<file path="config.mk">
export PLATFORM = sky130hd
export DESIGN_NAME = ebfps_top
export DESIGN_NICKNAME = d
export VERILOG_FILES = /design/src/rtl/ebfps_top.v
export VERILOG_INCLUDE_DIRS = /design/src /design/src/rtl
export SDC_FILE = /design/constraint.sdc
export NUM_CORES = 1
export LEC_CHECK = 0
export CAP_MARGIN = 20
export CORE_MARGIN = 2
export CORE_UTILIZATION = 53
export DETAILED_ROUTE_END_ITERATION = 6
export DONT_BUFFER_PORTS = 1
export GPL_ROUTABILITY_DRIVEN = 0
export PLACE_DENSITY = 0.77
export SETUP_SLACK_MARGIN = 0.4
export SLEW_MARGIN = 0
export SYNTH_ARGS = -nofsm -noshare
export SYNTH_HDL_FRONTEND = slang
export SYNTH_SLANG_ARGS = --single-unit
</file>
<file path="constraint.sdc">
create_clock -name CLK_I -period 2.64 [get_ports CLK_I]
set_input_delay 0.132 -clock CLK_I [delete_from_list [all_inputs] [get_ports CLK_I]]
set_output_delay 0.132 -clock CLK_I [all_outputs]
set_load 0.01 [all_outputs]
</file>
<file path="src/rtl/ebfps_map.vh">
`ifndef EBFPS_MAP_VH
`define EBFPS_MAP_VH

// Register byte offsets
`define EBF_OFS_IOF      8'h00
`define EBF_OFS_PBC      8'h04
`define EBF_OFS_XBC      8'h08
`define EBF_OFS_CMD      8'h0C
`define EBF_OFS_WDAT     8'h10
`define EBF_OFS_RDAT     8'h14
`define EBF_OFS_STAT     8'h18

// Flag control field positions
`define EBF_IOF_DIR0     1
`define EBF_IOF_OUT0     2
`define EBF_IOF_IN0      3
`define EBF_IOF_DIR1     5
`define EBF_IOF_OUT1     6
`define EBF_IOF_IN1      7

// Command register fields
`define EBF_CMD_WR       24
`define EBF_CMD_XB       25
`define EBF_CMD_KIND_LO  26
`define EBF_CMD_KIND_HI  27

// Access kinds
`define EBF_KIND_PLAIN   2'h0
`define EBF_KIND_LOAD    2'h1
`define EBF_KIND_STORE   2'h2
`define EBF_KIND_SIGNAL  2'h3

// Reset values
`define EBF_WAIT_RST     3'h7
`define EBF_IOF_RST      2'h0

// Phase clock timing
`define EBF_CLK_NS       10
`define EBF_H_PERIOD_NS  40
`define EBF_H_STEPS      (`EBF_H_PERIOD_NS / `EBF_CLK_NS)

`endif

</file>
<file path="src/rtl/ebfps_top.v">
// How it works
// - Strobe toggles only on phase one falling
// - Strobe stays low across back-to-back reads
// - New address presented after phase one falling
// - Back-to-back writes change address on rising
// - Ready sampled on phase one rising edges
// - Write data driven from fall past rise
// - Interlocked load: flag zero low, sample flag one
// - Interlocked store drives flag zero high first
// - Store address waits while pipeline stalled
// - Signal op: flag zero low then high
// - Output bit drives pin after phase three
// - Direction bit enables driver after phase three
// - Input mode releases pin, captures input bit
// - Reset asynchronous; sequence may start cycle late
// - Reset acts asynchronously on flag/peripheral pins
// - Pins high impedance while reset held
// - Reset loads seven wait states both buses
// - Hold request asynchronous, not granted while reset held
`timescale 1ns/10ps
`default_nettype none
`include "ebfps_map.vh"

module ebfps_top (
	input  wire        CLK_I,             // System clock
	input  wire        NRST_I,            // Async reset, active low
	input  wire        PSEL_I,            // APB select
	input  wire        PENABLE_I,         // APB enable
	input  wire        PWRITE_I,          // APB direction
	input  wire [7:0]  PADDR_I,           // APB byte address
	input  wire [31:0] PWDATA_I,          // APB write data
	output reg  [31:0] PRDATA_O,          // APB read data
	output reg         PREADY_O,          // APB ready
	output reg         PSLVERR_O,         // APB error
	output reg         PHASE_CLK_ONE_O,   // Phase clock one
	output reg         PHASE_CLK_THREE_O, // Phase clock three
	output reg  [23:0] ADDR_O,            // External address
	output reg         ADDR_OE_N_O,       // Address/control enable, low drives
	output reg         EXT_STROBE_N_O,    // Access strobe, active low
	output reg         RW_O,              // High read, low write
	output reg  [31:0] DATA_O,            // Write data
	output reg         DATA_OE_N_O,       // Data enable, low drives
	input  wire [31:0] DATA_I,            // Read data
	input  wire        READY_I,           // External ready, high ends access
	input  wire        HOLD_N_I,          // Bus hold request, active low
	output reg         HOLD_ACK_N_O,      // Bus hold granted, active low
	input  wire        EXEC_STALL_I,      // Pipeline conflict, same clock
	input  wire        FLAG_PIN_ZERO_I,   // Flag pin zero level
	output reg         FLAG_PIN_ZERO_O,   // Flag pin zero drive value
	output reg         FLAG_PIN_ZERO_OE_N_O, // Flag zero enable, low drives
	input  wire        FLAG_PIN_ONE_I,    // Flag pin one level
	output reg         FLAG_PIN_ONE_O,    // Flag pin one drive value
	output reg         FLAG_PIN_ONE_OE_N_O, // Flag one enable, low drives
	output reg         PERIPH_PIN_HIZ_O   // Serial/timer pins forced off
);

	localparam ST_IDLE = 2'd0;
	localparam ST_ACC  = 2'd1;
	localparam ST_SIGH = 2'd2;
	localparam integer PH_LAST_I = `EBF_H_STEPS - 1;
	localparam [1:0] PH_LAST = PH_LAST_I[1:0];

	////////////////////////////////////////////////////////////////////////
	// Reset release and phase clocks
	reg  [1:0]  rst_sr;
	reg  [1:0]  ph;
	wire        run = rst_sr[1];
	wire        h1r = run & (ph == PH_LAST);
	wire        h1f = run & (ph == 2'd0);
	wire        h3r = run & (ph == 2'd1);

	// Release may land one clock late depending on input timing
	always @(posedge CLK_I or negedge NRST_I) begin
		if (!NRST_I) begin
			rst_sr            <= 2'd0;
			ph                <= 2'd0;
			PHASE_CLK_ONE_O   <= 1'b0;
			PHASE_CLK_THREE_O <= 1'b0;
			PERIPH_PIN_HIZ_O  <= 1'b1;
		end else begin
			rst_sr            <= {rst_sr[0], 1'b1};
			PERIPH_PIN_HIZ_O  <= ~run;
			if (run) begin
				ph <= ph + 2'd1;
			end
			PHASE_CLK_ONE_O   <= h1r;
			PHASE_CLK_THREE_O <= h3r;
		end
	end

	////////////////////////////////////////////////////////////////////////
	// Pin synchronisers: ready, hold, flag zero, flag one
	reg  [3:0]  s1;
	reg  [3:0]  s2;
	reg  [3:0]  s3;
	reg  [3:0]  stab;
	wire [3:0]  agree = ~(s2 ^ s3);
	wire        rdy_st  = stab[0];
	wire        hold_st = stab[1];

	always @(posedge CLK_I or negedge NRST_I) begin
		if (!NRST_I) begin
			s1   <= 4'h0;
			s2   <= 4'h0;
			s3   <= 4'h0;
			stab <= 4'h0;
		end else begin
			s1   <= {FLAG_PIN_ONE_I, FLAG_PIN_ZERO_I, ~HOLD_N_I, READY_I};
			s2   <= s1;
			s3   <= s2;
			stab <= (stab & ~agree) | (s2 & agree);
		end
	end

	////////////////////////////////////////////////////////////////////////
	// Registers and APB slave
	reg  [1:0]  iof_dir;
	reg  [1:0]  iof_out;
	reg  [1:0]  iof_in;
	reg  [1:0]  sh_dir;
	reg  [1:0]  sh_out;
	reg         iof_set;
	reg  [2:0]  pbc_wait;
	reg  [2:0]  xbc_wait;
	reg  [31:0] wdat;
	reg  [31:0] rdata;
	reg         pend_v;
	reg         pend_mark;
	reg  [27:0] pend_cmd;
	reg  [31:0] pend_wd;
	reg  [1:0]  st;
	reg         done;
	reg         cur_wr;
	reg  [1:0]  cur_kind;
	reg  [2:0]  wcnt;
	reg  [31:0] rd_mux;
	reg         bad_adr;

	wire        apb_acc = PSEL_I & PENABLE_I;
	wire        apb_set = apb_acc & ~PREADY_O;
	wire        wr_ok   = apb_acc & PREADY_O & PWRITE_I & ~PSLVERR_O;
	wire [1:0]  pend_kind = pend_cmd[`EBF_CMD_KIND_HI:`EBF_CMD_KIND_LO];
	wire        pend_wr   = pend_cmd[`EBF_CMD_WR];

	always @* begin
		rd_mux  = 32'h0000_0000;
		bad_adr = 1'b0;
		case (PADDR_I)
			`EBF_OFS_IOF: begin
				rd_mux[`EBF_IOF_DIR0] = iof_dir[0];
				rd_mux[`EBF_IOF_OUT0] = iof_out[0];
				rd_mux[`EBF_IOF_IN0]  = iof_in[0];
				rd_mux[`EBF_IOF_DIR1] = iof_dir[1];
				rd_mux[`EBF_IOF_OUT1] = iof_out[1];
				rd_mux[`EBF_IOF_IN1]  = iof_in[1];
			end
			`EBF_OFS_PBC:  rd_mux[2:0] = pbc_wait;
			`EBF_OFS_XBC:  rd_mux[2:0] = xbc_wait;
			`EBF_OFS_CMD:  rd_mux[27:0] = pend_cmd;
			`EBF_OFS_WDAT: rd_mux = wdat;
			`EBF_OFS_RDAT: rd_mux = rdata;
			`EBF_OFS_STAT: rd_mux[4:0] = {done, rdy_st, ~HOLD_ACK_N_O, pend_v, st != ST_IDLE};
			default:       bad_adr = 1'b1;
		endcase
	end

	// One wait state: answer registered so read data comes from a flop
	always @(posedge CLK_I or negedge NRST_I) begin
		if (!NRST_I) begin
			PREADY_O  <= 1'b0;
			PSLVERR_O <= 1'b0;
			PRDATA_O  <= 32'h0000_0000;
			pbc_wait  <= `EBF_WAIT_RST;
			xbc_wait  <= `EBF_WAIT_RST;
			wdat      <= 32'h0000_0000;
			sh_dir    <= `EBF_IOF_RST;
			sh_out    <= `EBF_IOF_RST;
		end else begin
			PREADY_O  <= apb_set;
			PSLVERR_O <= apb_set & (bad_adr | (PWRITE_I & pend_v & (PADDR_I == `EBF_OFS_CMD)));
			if (apb_set & ~PWRITE_I) begin
				PRDATA_O <= rd_mux;
			end
			if (wr_ok) begin
				case (PADDR_I)
					`EBF_OFS_IOF: begin
						sh_dir <= {PWDATA_I[`EBF_IOF_DIR1], PWDATA_I[`EBF_IOF_DIR0]};
						sh_out <= {PWDATA_I[`EBF_IOF_OUT1], PWDATA_I[`EBF_IOF_OUT0]};
					end
					`EBF_OFS_PBC:  pbc_wait <= PWDATA_I[2:0];
					`EBF_OFS_XBC:  xbc_wait <= PWDATA_I[2:0];
					`EBF_OFS_WDAT: wdat <= PWDATA_I;
					default: ;
				endcase
			end
		end
	end

	////////////////////////////////////////////////////////////////////////
	// Flag pins: changes land on phase three rising
	reg  [1:0]  next_dir;
	reg  [1:0]  next_out;
	wire        ilk_first = pend_v & ~pend_mark & (pend_kind != `EBF_KIND_PLAIN);
	wire        ilk_lo = ilk_first & (pend_kind != `EBF_KIND_STORE);
	wire        ilk_hi = (ilk_first & (pend_kind == `EBF_KIND_STORE)) | (st == ST_SIGH);
	wire        sig_go = h1f & (st == ST_IDLE) & pend_v & pend_mark & HOLD_ACK_N_O &
	                     (pend_kind == `EBF_KIND_SIGNAL);

	always @* begin
		next_dir = iof_set ? sh_dir : iof_dir;
		next_out = iof_set ? sh_out : iof_out;
		if (ilk_lo) begin
			next_dir[0] = 1'b1;
			next_out[0] = 1'b0;
		end
		if (ilk_hi) begin
			next_dir[0] = 1'b1;
			next_out[0] = 1'b1;
		end
	end

	always @(posedge CLK_I or negedge NRST_I) begin
		if (!NRST_I) begin
			iof_dir              <= `EBF_IOF_RST;
			iof_out              <= `EBF_IOF_RST;
			iof_in               <= `EBF_IOF_RST;
			iof_set              <= 1'b0;
			FLAG_PIN_ZERO_O      <= 1'b0;
			FLAG_PIN_ONE_O       <= 1'b0;
			FLAG_PIN_ZERO_OE_N_O <= 1'b1;
			FLAG_PIN_ONE_OE_N_O  <= 1'b1;
		end else begin
			if (wr_ok & (PADDR_I == `EBF_OFS_IOF)) begin
				iof_set <= 1'b1;
			end else if (h3r) begin
				iof_set <= 1'b0;
			end
			if (h3r) begin
				iof_dir              <= next_dir;
				iof_out              <= next_out;
				FLAG_PIN_ZERO_O      <= next_out[0];
				FLAG_PIN_ONE_O       <= next_out[1];
				FLAG_PIN_ZERO_OE_N_O <= ~next_dir[0];
				FLAG_PIN_ONE_OE_N_O  <= ~next_dir[1];
			end
			if (h1f) begin
				if (!iof_dir[0]) begin
					iof_in[0] <= stab[2];
				end
				// Interlocked loads and signal ops read flag one even when it is an output
				if (!iof_dir[1] || sig_go || (st == ST_ACC && cur_kind == `EBF_KIND_LOAD)) begin
					iof_in[1] <= stab[3];
				end
			end
		end
	end

	////////////////////////////////////////////////////////////////////////
	// External bus sequencer
	wire        can_issue = pend_v & HOLD_ACK_N_O & (pend_kind != `EBF_KIND_SIGNAL) &
	                        ((pend_kind == `EBF_KIND_PLAIN) | pend_mark) &
	                        ~((pend_kind == `EBF_KIND_STORE) & EXEC_STALL_I);
	wire        acc_end = (st == ST_ACC) & done;
	wire        chain_rd = acc_end & ~cur_wr & can_issue & ~pend_wr;
	wire        go = h1f & can_issue & ((st == ST_IDLE) | chain_rd);

	always @(posedge CLK_I or negedge NRST_I) begin
		if (!NRST_I) begin
			st             <= ST_IDLE;
			done           <= 1'b0;
			cur_wr         <= 1'b0;
			cur_kind       <= `EBF_KIND_PLAIN;
			wcnt           <= 3'h0;
			pend_v         <= 1'b0;
			pend_mark      <= 1'b0;
			pend_cmd       <= 28'h000_0000;
			pend_wd        <= 32'h0000_0000;
			rdata          <= 32'h0000_0000;
			ADDR_O         <= 24'h00_0000;
			ADDR_OE_N_O    <= 1'b1;
			EXT_STROBE_N_O <= 1'b1;
			RW_O           <= 1'b1;
			DATA_O         <= 32'h0000_0000;
			DATA_OE_N_O    <= 1'b1;
			HOLD_ACK_N_O   <= 1'b1;
		end else begin
			if (wr_ok & (PADDR_I == `EBF_OFS_CMD)) begin
				pend_v    <= 1'b1;
				pend_mark <= 1'b0;
				pend_cmd  <= PWDATA_I[27:0];
				pend_wd   <= wdat;
			end else if (h3r & ilk_first) begin
				pend_mark <= 1'b1;
			end
			if (h1r & (st == ST_ACC) & ~done) begin
				if (wcnt != 3'h0) begin
					wcnt <= wcnt - 3'h1;
				end else if (rdy_st) begin
					done <= 1'b1;
					// Next write's address moves on the rising edge
					if (cur_wr & can_issue & pend_wr) begin
						ADDR_O <= pend_cmd[23:0];
					end
				end
			end
			if (h1f & acc_end & ~cur_wr) begin
				rdata <= DATA_I;
			end
			if (h3r & (st == ST_SIGH)) begin
				st <= ST_IDLE;
			end
			if (sig_go) begin
				st     <= ST_SIGH;
				pend_v <= 1'b0;
			end else if (go) begin
				st             <= ST_ACC;
				done           <= 1'b0;
				cur_wr         <= pend_wr;
				cur_kind       <= pend_kind;
				wcnt           <= pend_cmd[`EBF_CMD_XB] ? xbc_wait : pbc_wait;
				pend_v         <= 1'b0;
				ADDR_O         <= pend_cmd[23:0];
				EXT_STROBE_N_O <= 1'b0;
				RW_O           <= ~pend_wr;
				DATA_O         <= pend_wd;
				DATA_OE_N_O    <= ~pend_wr;
			end else if (h1f & acc_end) begin
				st             <= ST_IDLE;
				EXT_STROBE_N_O <= 1'b1;
				DATA_OE_N_O    <= 1'b1;
				RW_O           <= 1'b1;
			end
			// Grant only between accesses so a strobe is never cut short
			if (h1f & (st == ST_IDLE) & ~go & ~sig_go) begin
				HOLD_ACK_N_O <= ~hold_st;
				ADDR_OE_N_O  <= hold_st;
			end else if (h1f & go) begin
				ADDR_OE_N_O <= 1'b0;
			end
		end
	end

endmodule // ebfps_top
`default_nettype wire

</file>
==> metrics.md, run 1 <==
| Metric | Value |
|---|---|
| Clock Pin Slew Worst Setup and Hold Paths | approximately 0.060 ns |
| Vias in the first global route | 7328 |
| Synth Area in XOR/XNOR | less than 1% |
| Iter 0 DRT Violations | 410 |
| Arrival time worst endpoint | approximately 2.6 ns |
| Initial core utilization | between 50% and 60% |
| Worst slew pin tran | between 0.7 and 0.8 ns |
| Top-area cell type share of the netlist area | between 50% and 60% |
| Syn nets | 881 |
| Count of cell types in the netlist | between 60 and 70 |
| Post-route cell area | roughly 0.013 mm^2 |
| Flops & latches, synth | ~270 |
| Combinational share of power | between 4 and 5% |
| # DRC | 0 |
| Worst VDD drop | 0.000527 V |
| Synth async-reset ratio | 100% |
| Via total after detailed routing | just under 7000 |
| Initial antenna violation count | 1 |
| Final Hold Vio Count | 271 |
| Hold WS | -0.695 ns |
| CTS tree | built |
| Cells after synthesis | between 700 and 800 |
| Drt wl/cell | around 23 um |
| Post-synth top cells | dfrtp_1, mux2_2, nand2_1, o21ai_0, mux2i_1 |
| Tot GR Track Use | about a quarter |
| Final setup fails | 0 |
| Setup TNS | 0 ns |
| Yosys Warn Count | 0 |
| Non-filler cells, final | between 1000 and 1500 |
| Post-Synth Adder-Cell Area | less than 1% |
| CTS H-Tree Depth | 1 |
| Highest Signal Layer | met4 |
| Final min period | 2.20 ns |
| Syn avg cell area | about 14 um^2 |
| Place WS | 0.415 ns |
| Synth area leaders | dfrtp_1, mux2_2, mux2i_1 |
| Vias/cell | ~6 |
| Die ar. | 0.0223 mm^2 |
| CTS Buf Count | 28 |
| Cell Pwr Density | 659 mW/mm^2 |
| Final critical-path share of the clock period | ~83% |
| Sw frac | around 22% |
| Synth Area in Compound Gates | 6.06% |
| Crit path cell chain | or3b_1 > a211oi_4 > and4_4 > buf_12 > mux2_2 |
| Run status | finished with violations |
| Max_cap viols | 0 |
| DR WL met2 | around 13000 um |
| First drt pass iteration count | 5 |
| Final worst slack | 0.443 ns |
| Critical path endpoint category | flip-flop |
| Sequential element share of the synthesized area | 60.7% |
| Nets | between 900 and 1000 |
| Mux share of post-synthesis cell area | about a quarter |
| Failing checks | hold timing |
| DP Cell Count | between 1000 and 1500 |
| Dominant synthesized flop cell | dfrtp_1 |
| Layout cell share with drive strength beyond 1 | 32.7% |
| Dpl cell area | 0.0115 mm^2 |
| Slew HR | between 50% and 60% |
| Psw | 1.92 mW |
| CP startpoint kind | flip-flop |
| Num ports | 184 |
| Synth area leader | dfrtp_1 |
| Grt ovf | 0 |
| Clk Latency, worst-skew pair | 0.54 ns |
| Routed length on met1 | 11100 um |
| CTS Hold Bufs | between 70 and 80 |
| Die Y | ~150 um |
| Port-buffer cells | 0 |
| Sequential Power Share | between 50% and 60% |
| ANT nets after route | 0 |
| CP max stage delay | 0.44 ns |
| RSZ-0062 raised after global routing | true |
| Wire length on met3 | around 2100 um |
| Root buf cell | clkbuf_16 |
| Clock share of power | between 40 and 50% |
| Core Area | 0.0209 mm^2 |
| Max Freq | around 460 MHz |
| Global-route wire length before repair | approximately 42000 um |
| Die W | 149 um |
| Clock skew | 0.00879 ns |
| Row Count | 53 |
| Hold WC Path Type | in -> async |
| CP max stage cell | dfrtp_2 |
| Post-DP HPWL | roughly 17000 um |
| Post-Synth Simple-Gate Area | 5.44% |
| Count of final max-slew check failures | 0 |
| Top-count cell post-synth | dfrtp_1 |
| Internal | 6.86 mW |
| Number of synthesized flops with an enable pin | 0 |
| Pin count of the biggest net entering global routing | about 270 |
| Clock sinks | about 270 |
| Critical Path RT | approximately 3 ns |
| Reported leakage power | between 6 and 7 nW |
| Mapped Area | about 0.011 mm^2 |
| Critical path type | reg -> reg |
| Peak fanout along the critical path | 15 |
| CTS max path bufs | 3 |
| Largest family of logic cells by synthesized area | multiplexers |
| Drt total wl | 27600 um |
| Area Growth Syn to Fin | 18.9% |
| Tot Pwr | 8.77 mW |
area by class of cell:
| type | instances | area [um^2] |
|---|---|---|
| clock buffers | 45 | 836 |
| multi-input cells | 467 | 4130 |
| repair buffers | 104 | 1070 |
| inverters | 10 | 37.5 |
| well taps | 275 | 344 |
| diodes | 1 | 2.50 |
| clock inverters | 7 | 85.1 |
| fillers | 1526 | 7580 |
| flip-flops and latches | 271 | 6800 |
cell families (layout without fill, tap and decap cells):
kind of cell             Yosys count  in the layout
flip-flops                       271            271
XOR/XNOR                           2              2
multiplexers                     238            238
adder cells (fa/ha/maj)            9              9
buffers and inverters             56            166
AND/OR/NAND/NOR                  119            119
AO/OA/AOI/OAI                     98             98
other                              1              2
per-layer routing:
layer / vias up / GRT usage [%]
met5: - / 0
met4: 0 / 9.14
met3: 61 / 6.91
met2: 261 / 40.4
met1: 3605 / 31.0
li1: 3030 / -
critical path, delay by kind of cell, from the launching register on:
family / cells / cell delay, ns
buffers and inverters: 1 / 0.19
muxes: 1 / 0.36
AOI/OAI and AO/OA: 1 / 0.32
and+or+nand+nor: 2 / 0.77
DFF: 1 / 0.44
power groups by stage:
stage / registers, mW / clock network (mW) / logic, mW
floorplan: 4.45 / 0 / 0.231
finish: 4.43 / 3.94 / 0.405
detailed placement: 4.50 / 0 / 0.273
global route: 4.44 / 4.21 / 0.448
CTS: 4.43 / 3.99 / 0.399
global placement: 4.50 / 0 / 0.261
final timing paths:
check	slack (ns)	cells after the start	to	start
max	0.44	5	DATA_O[19]	pend_cmd[24]
min	-0.70	0	s1[1]	NRST_I
max reg2reg	0.44	5	DATA_O[19]	pend_cmd[24]
min reg2reg	0.34	0	s2[2]	s1[2]
max in group asynchronous	2.77	0	ADDR_O[1]	NRST_I
min in group CLK_I	0.02	3	PRDATA_O[3]	PADDR_I[0]
repair_timing:
item                                   4_1_cts  5_1_grt
setup endpoints to repair                   12       60
gates cloned                                 0        1
buffers inserted                             0        2
endpoints found under the hold margin      409      271
resized for setup                            1        9
pin swaps                                    0        2
state kept, by name, summed over array words and instances (netlist names), 2 cells and up, named ones only:
signal / flops
DATA_O: 32
PRDATA_O: 32
pend_wd: 32
rdata: 32
wdat: 32
pend_cmd: 28
ADDR_O: 24
s1: 4
s2: 4
s3: 4
pbc_wait: 3
wcnt: 3
xbc_wait: 3
cur_kind: 2
iof_dir: 2
iof_in: 2
ph: 2
rst_sr: 2
sh_dir: 2
sh_out: 2
st: 2
cells in the final DEF (no fill, tap or decap), drive strengths merged, types with 9 or more instances in the layout:
master / instances
dfrtp: 258
inv: 10
mux2: 201
nand3: 9
clkbuf: 46
a2bb2oi: 20
nand2: 38
nor2: 25
buf: 25
o21ai: 38
mux2i: 35
dfstp: 13
dlygate4sd3: 78
through the flow:
step           hold WS [ns]  utilization, %
2_1_floorplan        -0.164               -
3_3_place_gp         -0.154            55.0
3_5_place_dp         -0.153            55.0
4_1_cts              -0.721            63.3
5_1_grt              -0.725            63.7
6_report             -0.695            63.7
Power figures use the tool's default switching activity.
==> inputs of run 2 (changes only) <==
PLACE_DENSITY = 0.8   (was 0.77)
clock period = 2 ns   (was 2.64 ns; I/O delays follow)
==> run 2 against run 1 <==
The run still ends with hold timing left. Clock power rose by 29%. Clock skew rose by 0.012 ns. Power rose by 33%. Largest cell class unchanged. Largest power group unchanged.
==> metrics.md, run 2 (same netlist as run 1, synthesis figures left out) <==
| Metric | Value |
|---|---|
| Failing checks | hold timing (unchanged) |
| Nets | 1026 (was 969) |
| Worst r2r dst | DATA_O[10] (was DATA_O[19]) |
| Inserted Diodes | 0 (was 1) |
| Critical path endpoint category | flip-flop (unchanged) |
| Grt ovf | 0 (unchanged) |
| Non-filler cells, final | 1234 (was 1180) |
| First drt pass iteration count | 5 (unchanged) |
| DP Cell Count | 1064 (was 1045) |
| Final setup fails | 0 (unchanged) |
| Critical Path RT | 2.40 ns (was 3.06 ns) |
| Setup TNS | 0 ns (unchanged) |
| Worst VDD drop | 0.000793 V (was 0.000527 V) |
| Drt wl/cell | 25.1 um (was 23.4 um) |
| Post-DP HPWL | 17400 um (was 16800 um) |
| Layout cell share with drive strength beyond 1 | 40.3% (was 32.7%) |
| Initial core utilization | 53.6% (unchanged) |
| Peak fanout along the critical path | 25 (was 15) |
| Place WS | 0.00195 ns (was 0.415 ns) |
| Clock sinks | 271 (unchanged) |
| Vias in the first global route | 7562 (was 7328) |
| Reg2Reg Launch Point | cur_wr (was pend_cmd[24]) |
| Most common cell after layout, fill and taps aside | dfrtp_1 (unchanged) |
| RSZ-0062 raised after global routing | true (unchanged) |
| Final min period | 1.99 ns (was 2.20 ns) |
| Hold WC Path Type | in -> async (unchanged) |
| Tot GR Track Use | 26.3% (was 24.5%) |
| Pin count of the biggest net entering global routing | 272 (unchanged) |
| Clk Latency, worst-skew pair | 0.53 ns (was 0.54 ns) |
| ANT nets after route | 0 (unchanged) |
| Critical path type | reg -> reg (unchanged) |
| Initial antenna violation count | 0 (was 1) |
| Die Y | 149 um (unchanged) |
| Max Freq | 504 MHz (was 455 MHz) |
| Run status | finished with violations (unchanged) |
| Vias/cell | 5.91 (was 5.90) |
| CP startpoint kind | flip-flop (unchanged) |
| CTS Buf Count | 27 (was 28) |
| Drt total wl | 31000 um (was 27600 um) |
| Final worst slack | 0.0146 ns (was 0.443 ns) |
| Arrival time worst endpoint | 2.39 ns (was 2.61 ns) |
| Clock Pin Slew Worst Setup and Hold Paths | 0.06 ns (about the same) |
| Port-buffer cells | 0 (unchanged) |
| # DRC | 0 (unchanged) |
| Die ar. | 0.0223 mm^2 (unchanged) |
| Clock skew | 0.0210 ns (was 0.00879 ns) |
| Tot Pwr | 11.7 mW (was 8.77 mW) |
| CTS max path bufs | 3 (unchanged) |
| Reported leakage power | 6.95 nW (was 6.31 nW) |
| Most frequent cells in the layout | dfrtp_1, mux2_4, mux2_2 (was dfrtp_1, mux2_2, dlygate4sd3_1) |
| Final Hold Vio Count | 273 (was 271) |
| Via total after detailed routing | 7297 (was 6957) |
| CTS tree | built (unchanged) |
| Max_cap viols | 0 (unchanged) |
| Worst slew pin tran | 0.623 ns (was 0.706 ns) |
| Row Count | 53 (unchanged) |
| Count of final max-slew check failures | 0 (unchanged) |
| Core Area | 0.0209 mm^2 (unchanged) |
| Slew HR | 58.1% (was 52.3%) |
| Final critical-path share of the clock period | 99.3% (was 83.2%) |
| CTS H-Tree Depth | 1 (unchanged) |
| Global-route wire length before repair | 44800 um (was 42200 um) |
| Iter 0 DRT Violations | 529 (was 410) |
| Area Growth Syn to Fin | 32.1% (was 18.9%) |
| Die W | 149 um (unchanged) |
| Cell Pwr Density | 790 mW/mm^2 (was 659 mW/mm^2) |
| Num ports | 184 (unchanged) |
| Hold WS | -0.727 ns (was -0.695 ns) |
| Slack of the worst reg-to-reg path | 0.01 ns (was 0.44 ns) |
| Root buf cell | clkbuf_16 (unchanged) |
| Reg2reg path depth | 5 (unchanged) |
==> run 2: cell count changes in the layout (fill, tap and decap cells not counted), moves of 5 or more <==
cell / change
buf_16: +10
o21ai_0: -8
buf_12: +9
o21ai_1: +8
mux2_4: +120
buf_6: +15
mux2_2: -120
clkbuf_1: -5
buf_4: +15
==> run 2: worst max-delay path: stages, from the launching register on <==
cell and delay [ns]:
dfrtp_1 0.37, or3b_1 0.38, a211oi_2 0.22, and4_4 0.28, buf_12 0.21, mux2_2 0.37
==> run 2: per-layer routing <==
layer	up-vias	track usage, %	routed length, um
li1	3159	-	-
met1	3802	34.2	12500
met2	279	43.7	15300
met3	57	6.91	2350
met4	0	8.10	922
met5	-	0	0
==> run 2: final cells by class <==
cell class	instances	area [um^2]
Fill cell	1307	6100
Clock buffer	39	781
Timing Repair Buffer	162	1940
Clock inverter	10	105
Inverter	10	37.5
Multi-Input combinational cell	467	4770
Tap cell	275	344
Sequential cell	271	6800
==> run 2: worst max-delay path by stage <==
| stage | slack (ns) | endpoint | startpoint |
|---|---|---|---|
| after global placement | 0.05 | DATA_O[13] | cur_wr |
| after CTS | 0.03 | DATA_O[11] | cur_wr |
| after floorplan | 0.1 | DATA_O[10] | pend_cmd[24] |
| after detailed placement | 0.002 | DATA_O[18] | ph[1] |
| after global routing | -0.05 | DATA_O[8] | cur_wr |
| final | 0.01 | DATA_O[10] | cur_wr |
==> run 2: repair_timing <==
item                       in CTS  in global routing
hold endpoints to repair      409                278
hold buffers                   81                  2
buffers inserted               18                  8
setup endpoints to repair     195                231
cloned                         10                  2
pin swaps                       5                  7
resized for setup              76                138
==> run 2: report_power, final <==
group / internal, mW / switching (mW)
Sequential: 5.67 / 0.165
Combinational: 0.423 / 0.363
Clock: 2.96 / 2.11
Total: 9.05 / 2.64
==> run 2: stage by stage <==
stage	utilization [%]	area, um^2
floorplan	-	11200
global placement	56.2	11700
detailed placement	56.2	11700
CTS	67.7	14100
global route	70.8	14800
finish	70.8	14800
==> inputs of run 3 (changes only) <==
CTS_BUF_LIST = sky130_fd_sc_hd__clkbuf_8   (was unset)
==> run 3 against run 2 <==
The run ends with hold timing, setup timing left. Largest power group unchanged. Sequential power barely moved. Flip-flop and latch count did not move. Wire length rose by 3.6%. Highest routed layer unchanged. Core utilization rose by 0.078 points. Hold slack got worse by 0.026 ns. Critical path depth did not move.
==> metrics.md, run 3 (same netlist as run 1, synthesis figures left out) <==
| Metric | Value |
|---|---|
| Failing checks | hold timing, setup timing (was hold timing) |
| Vias in the first global route | 7978 (was 7562) |
| Tot Pwr | 11.6 mW (was 11.7 mW) |
| Initial antenna violation count | 0 (unchanged) |
| Critical path type | reg -> reg (unchanged) |
| Final Util | 70.9% (was 70.8%) |
| Layout cell share with drive strength beyond 1 | 41.7% (was 40.3%) |
| # DRC | 0 (unchanged) |
| Max_cap viols | 0 (unchanged) |
| Max Freq | 494 MHz (was 504 MHz) |
| CTS max path bufs | 3 (unchanged) |
| ANT nets after route | 0 (unchanged) |
| Drt wl/cell | 25.4 um (was 25.1 um) |
| Final setup fails | 10 (was 0) |
| Core Area | 0.0209 mm^2 (unchanged) |
| Reg2reg path depth | 5 (unchanged) |
| RSZ-0062 raised after global routing | true (unchanged) |
| Reported leakage power | 6.99 nW (was 6.95 nW) |
| Worst slew pin tran | 0.772 ns (was 0.623 ns) |
| Slew HR | 48.5% (was 58.1%) |
| Row Count | 53 (unchanged) |
| Hold WS | -0.753 ns (was -0.727 ns) |
| Die ar. | 0.0223 mm^2 (unchanged) |
| DP Cell Count | 1064 (unchanged) |
| Count of final max-slew check failures | 0 (unchanged) |
| Final critical-path share of the clock period | 101% (was 99.3%) |
| Drt total wl | 32100 um (was 31000 um) |
| Hold WC Path Type | in -> async (unchanged) |
| Initial core utilization | 53.6% (unchanged) |
| CP startpoint kind | flip-flop (unchanged) |
| Port-buffer cells | 0 (unchanged) |
| Die Y | 149 um (unchanged) |
| Via total after detailed routing | 7413 (was 7297) |
| Place WS | 0.00195 ns (unchanged) |
| First drt pass iteration count | 5 (unchanged) |
| Grt ovf | 0 (unchanged) |
| Inserted Diodes | 0 (unchanged) |
| Clock Pin Slew Worst Setup and Hold Paths | 0.07 ns (was 0.06 ns) |
| Most frequent cells in the layout | dfrtp_1, mux2_4, mux2_2 (unchanged) |
| Die W | 149 um (unchanged) |
| CTS Buf Count | 45 (was 27) |
| Final worst slack | -0.0233 ns (was 0.0146 ns) |
| Tot GR Track Use | 27.7% (was 26.3%) |
| Num ports | 184 (unchanged) |
| Peak fanout along the critical path | 25 (unchanged) |
| Clock skew | 0.0228 ns (was 0.0210 ns) |
| Post-DP HPWL | 17400 um (unchanged) |
| Area Growth Syn to Fin | 32.2% (was 32.1%) |
| Nets | 1043 (was 1026) |
| CTS H-Tree Depth | 2 (was 1) |
| Arrival time worst endpoint | 2.45 ns (was 2.39 ns) |
| Final Hold Vio Count | 271 (was 273) |
| Critical Path RT | 2.43 ns (was 2.40 ns) |
| Critical path endpoint category | flip-flop (unchanged) |
| Clock sinks | 271 (unchanged) |
| Root buf cell | clkbuf_8 (was clkbuf_16) |
| Most common cell after layout, fill and taps aside | dfrtp_1 (unchanged) |
| Clk Latency, worst-skew pair | 0.56 ns (was 0.53 ns) |
| Cell Pwr Density | 785 mW/mm^2 (was 790 mW/mm^2) |
| Non-filler cells, final | 1265 (was 1234) |
| Global-route wire length before repair | 46500 um (was 44800 um) |
| Worst VDD drop | 0.000505 V (was 0.000793 V) |
| Pin count of the biggest net entering global routing | 272 (unchanged) |
| Final min period | 2.02 ns (was 1.99 ns) |
| Run status | finished with violations (unchanged) |
| Vias/cell | 5.86 (was 5.91) |
| CTS tree | built (unchanged) |
| Iter 0 DRT Violations | 541 (was 529) |
run 3: cell types whose count changed in the layout (fill, tap and decap cells not counted), sizes merged:
cell	change
inv	+14
clkbuf	+16
dlygate4sd3	-2
clkinv	+3
run 3: critical path: stages (launching register included):
cell and delay (ns):
dfrtp_1 0.37, or3b_1 0.38, a211oi_2 0.22, and4_4 0.30, buf_12 0.21, mux2_2 0.37
run 3: worst paths after layout:
path	slack, ns	endpoint	start
max in group asynchronous	2.10	pend_wd[8]	NRST_I
setup reg to reg	-0.02	DATA_O[8]	cur_wr
setup / recovery	-0.02	DATA_O[8]	cur_wr
hold reg to reg	0.35	s2[0]	s1[0]
min in group CLK_I	0.01	PRDATA_O[3]	PADDR_I[4]
hold / removal	-0.75	rdata[15]	NRST_I
run 3: area by class of cell:
type,count,area [um^2]
sequential,271,6800
tap,275,344
fill,1327,6090
clock buffer,54,743
timing repair buffer,161,1940
inverter,10,37.5
multi-input combinational,467,4750
clock inverter,27,184
run 3: repair_timing:
action	in CTS	in global routing
setup buffers	17	7
endpoints found under the hold margin	412	272
gates cloned	11	4
hold buffers	80	1
endpoints found under the setup margin	192	234
resized for setup	84	118
pin swaps	5	8
run 3: where the power goes:
group / internal [mW] / switching [mW]
registers: 5.67 / 0.165
logic: 0.411 / 0.367
clock network: 2.73 / 2.28
run 3: through the flow:
stage                     hold slack [ns]  instance area (um^2)  TNS, ns
after CTS                          -0.784                 14200        0
after global placement             -0.190                 11700        0
after global routing               -0.779                 14800    -2.91
after detailed placement           -0.191                 11700        0
final                              -0.753                 14800  -0.0881
after floorplan                    -0.196                 11200        0
run 3: metal layers:
| metal | track usage, % | wire length (um) | vias to the layer above |
|---|---|---|---|
| met2 | 46.4 | 16000 | 309 |
| met4 | 11.4 | 1040 | 0 |
| met1 | 34.4 | 12700 | 3840 |
| met5 | 0 | 0 | - |
| met3 | 7.03 | 2380 | 77 |
| li1 | - | - | 3187 |
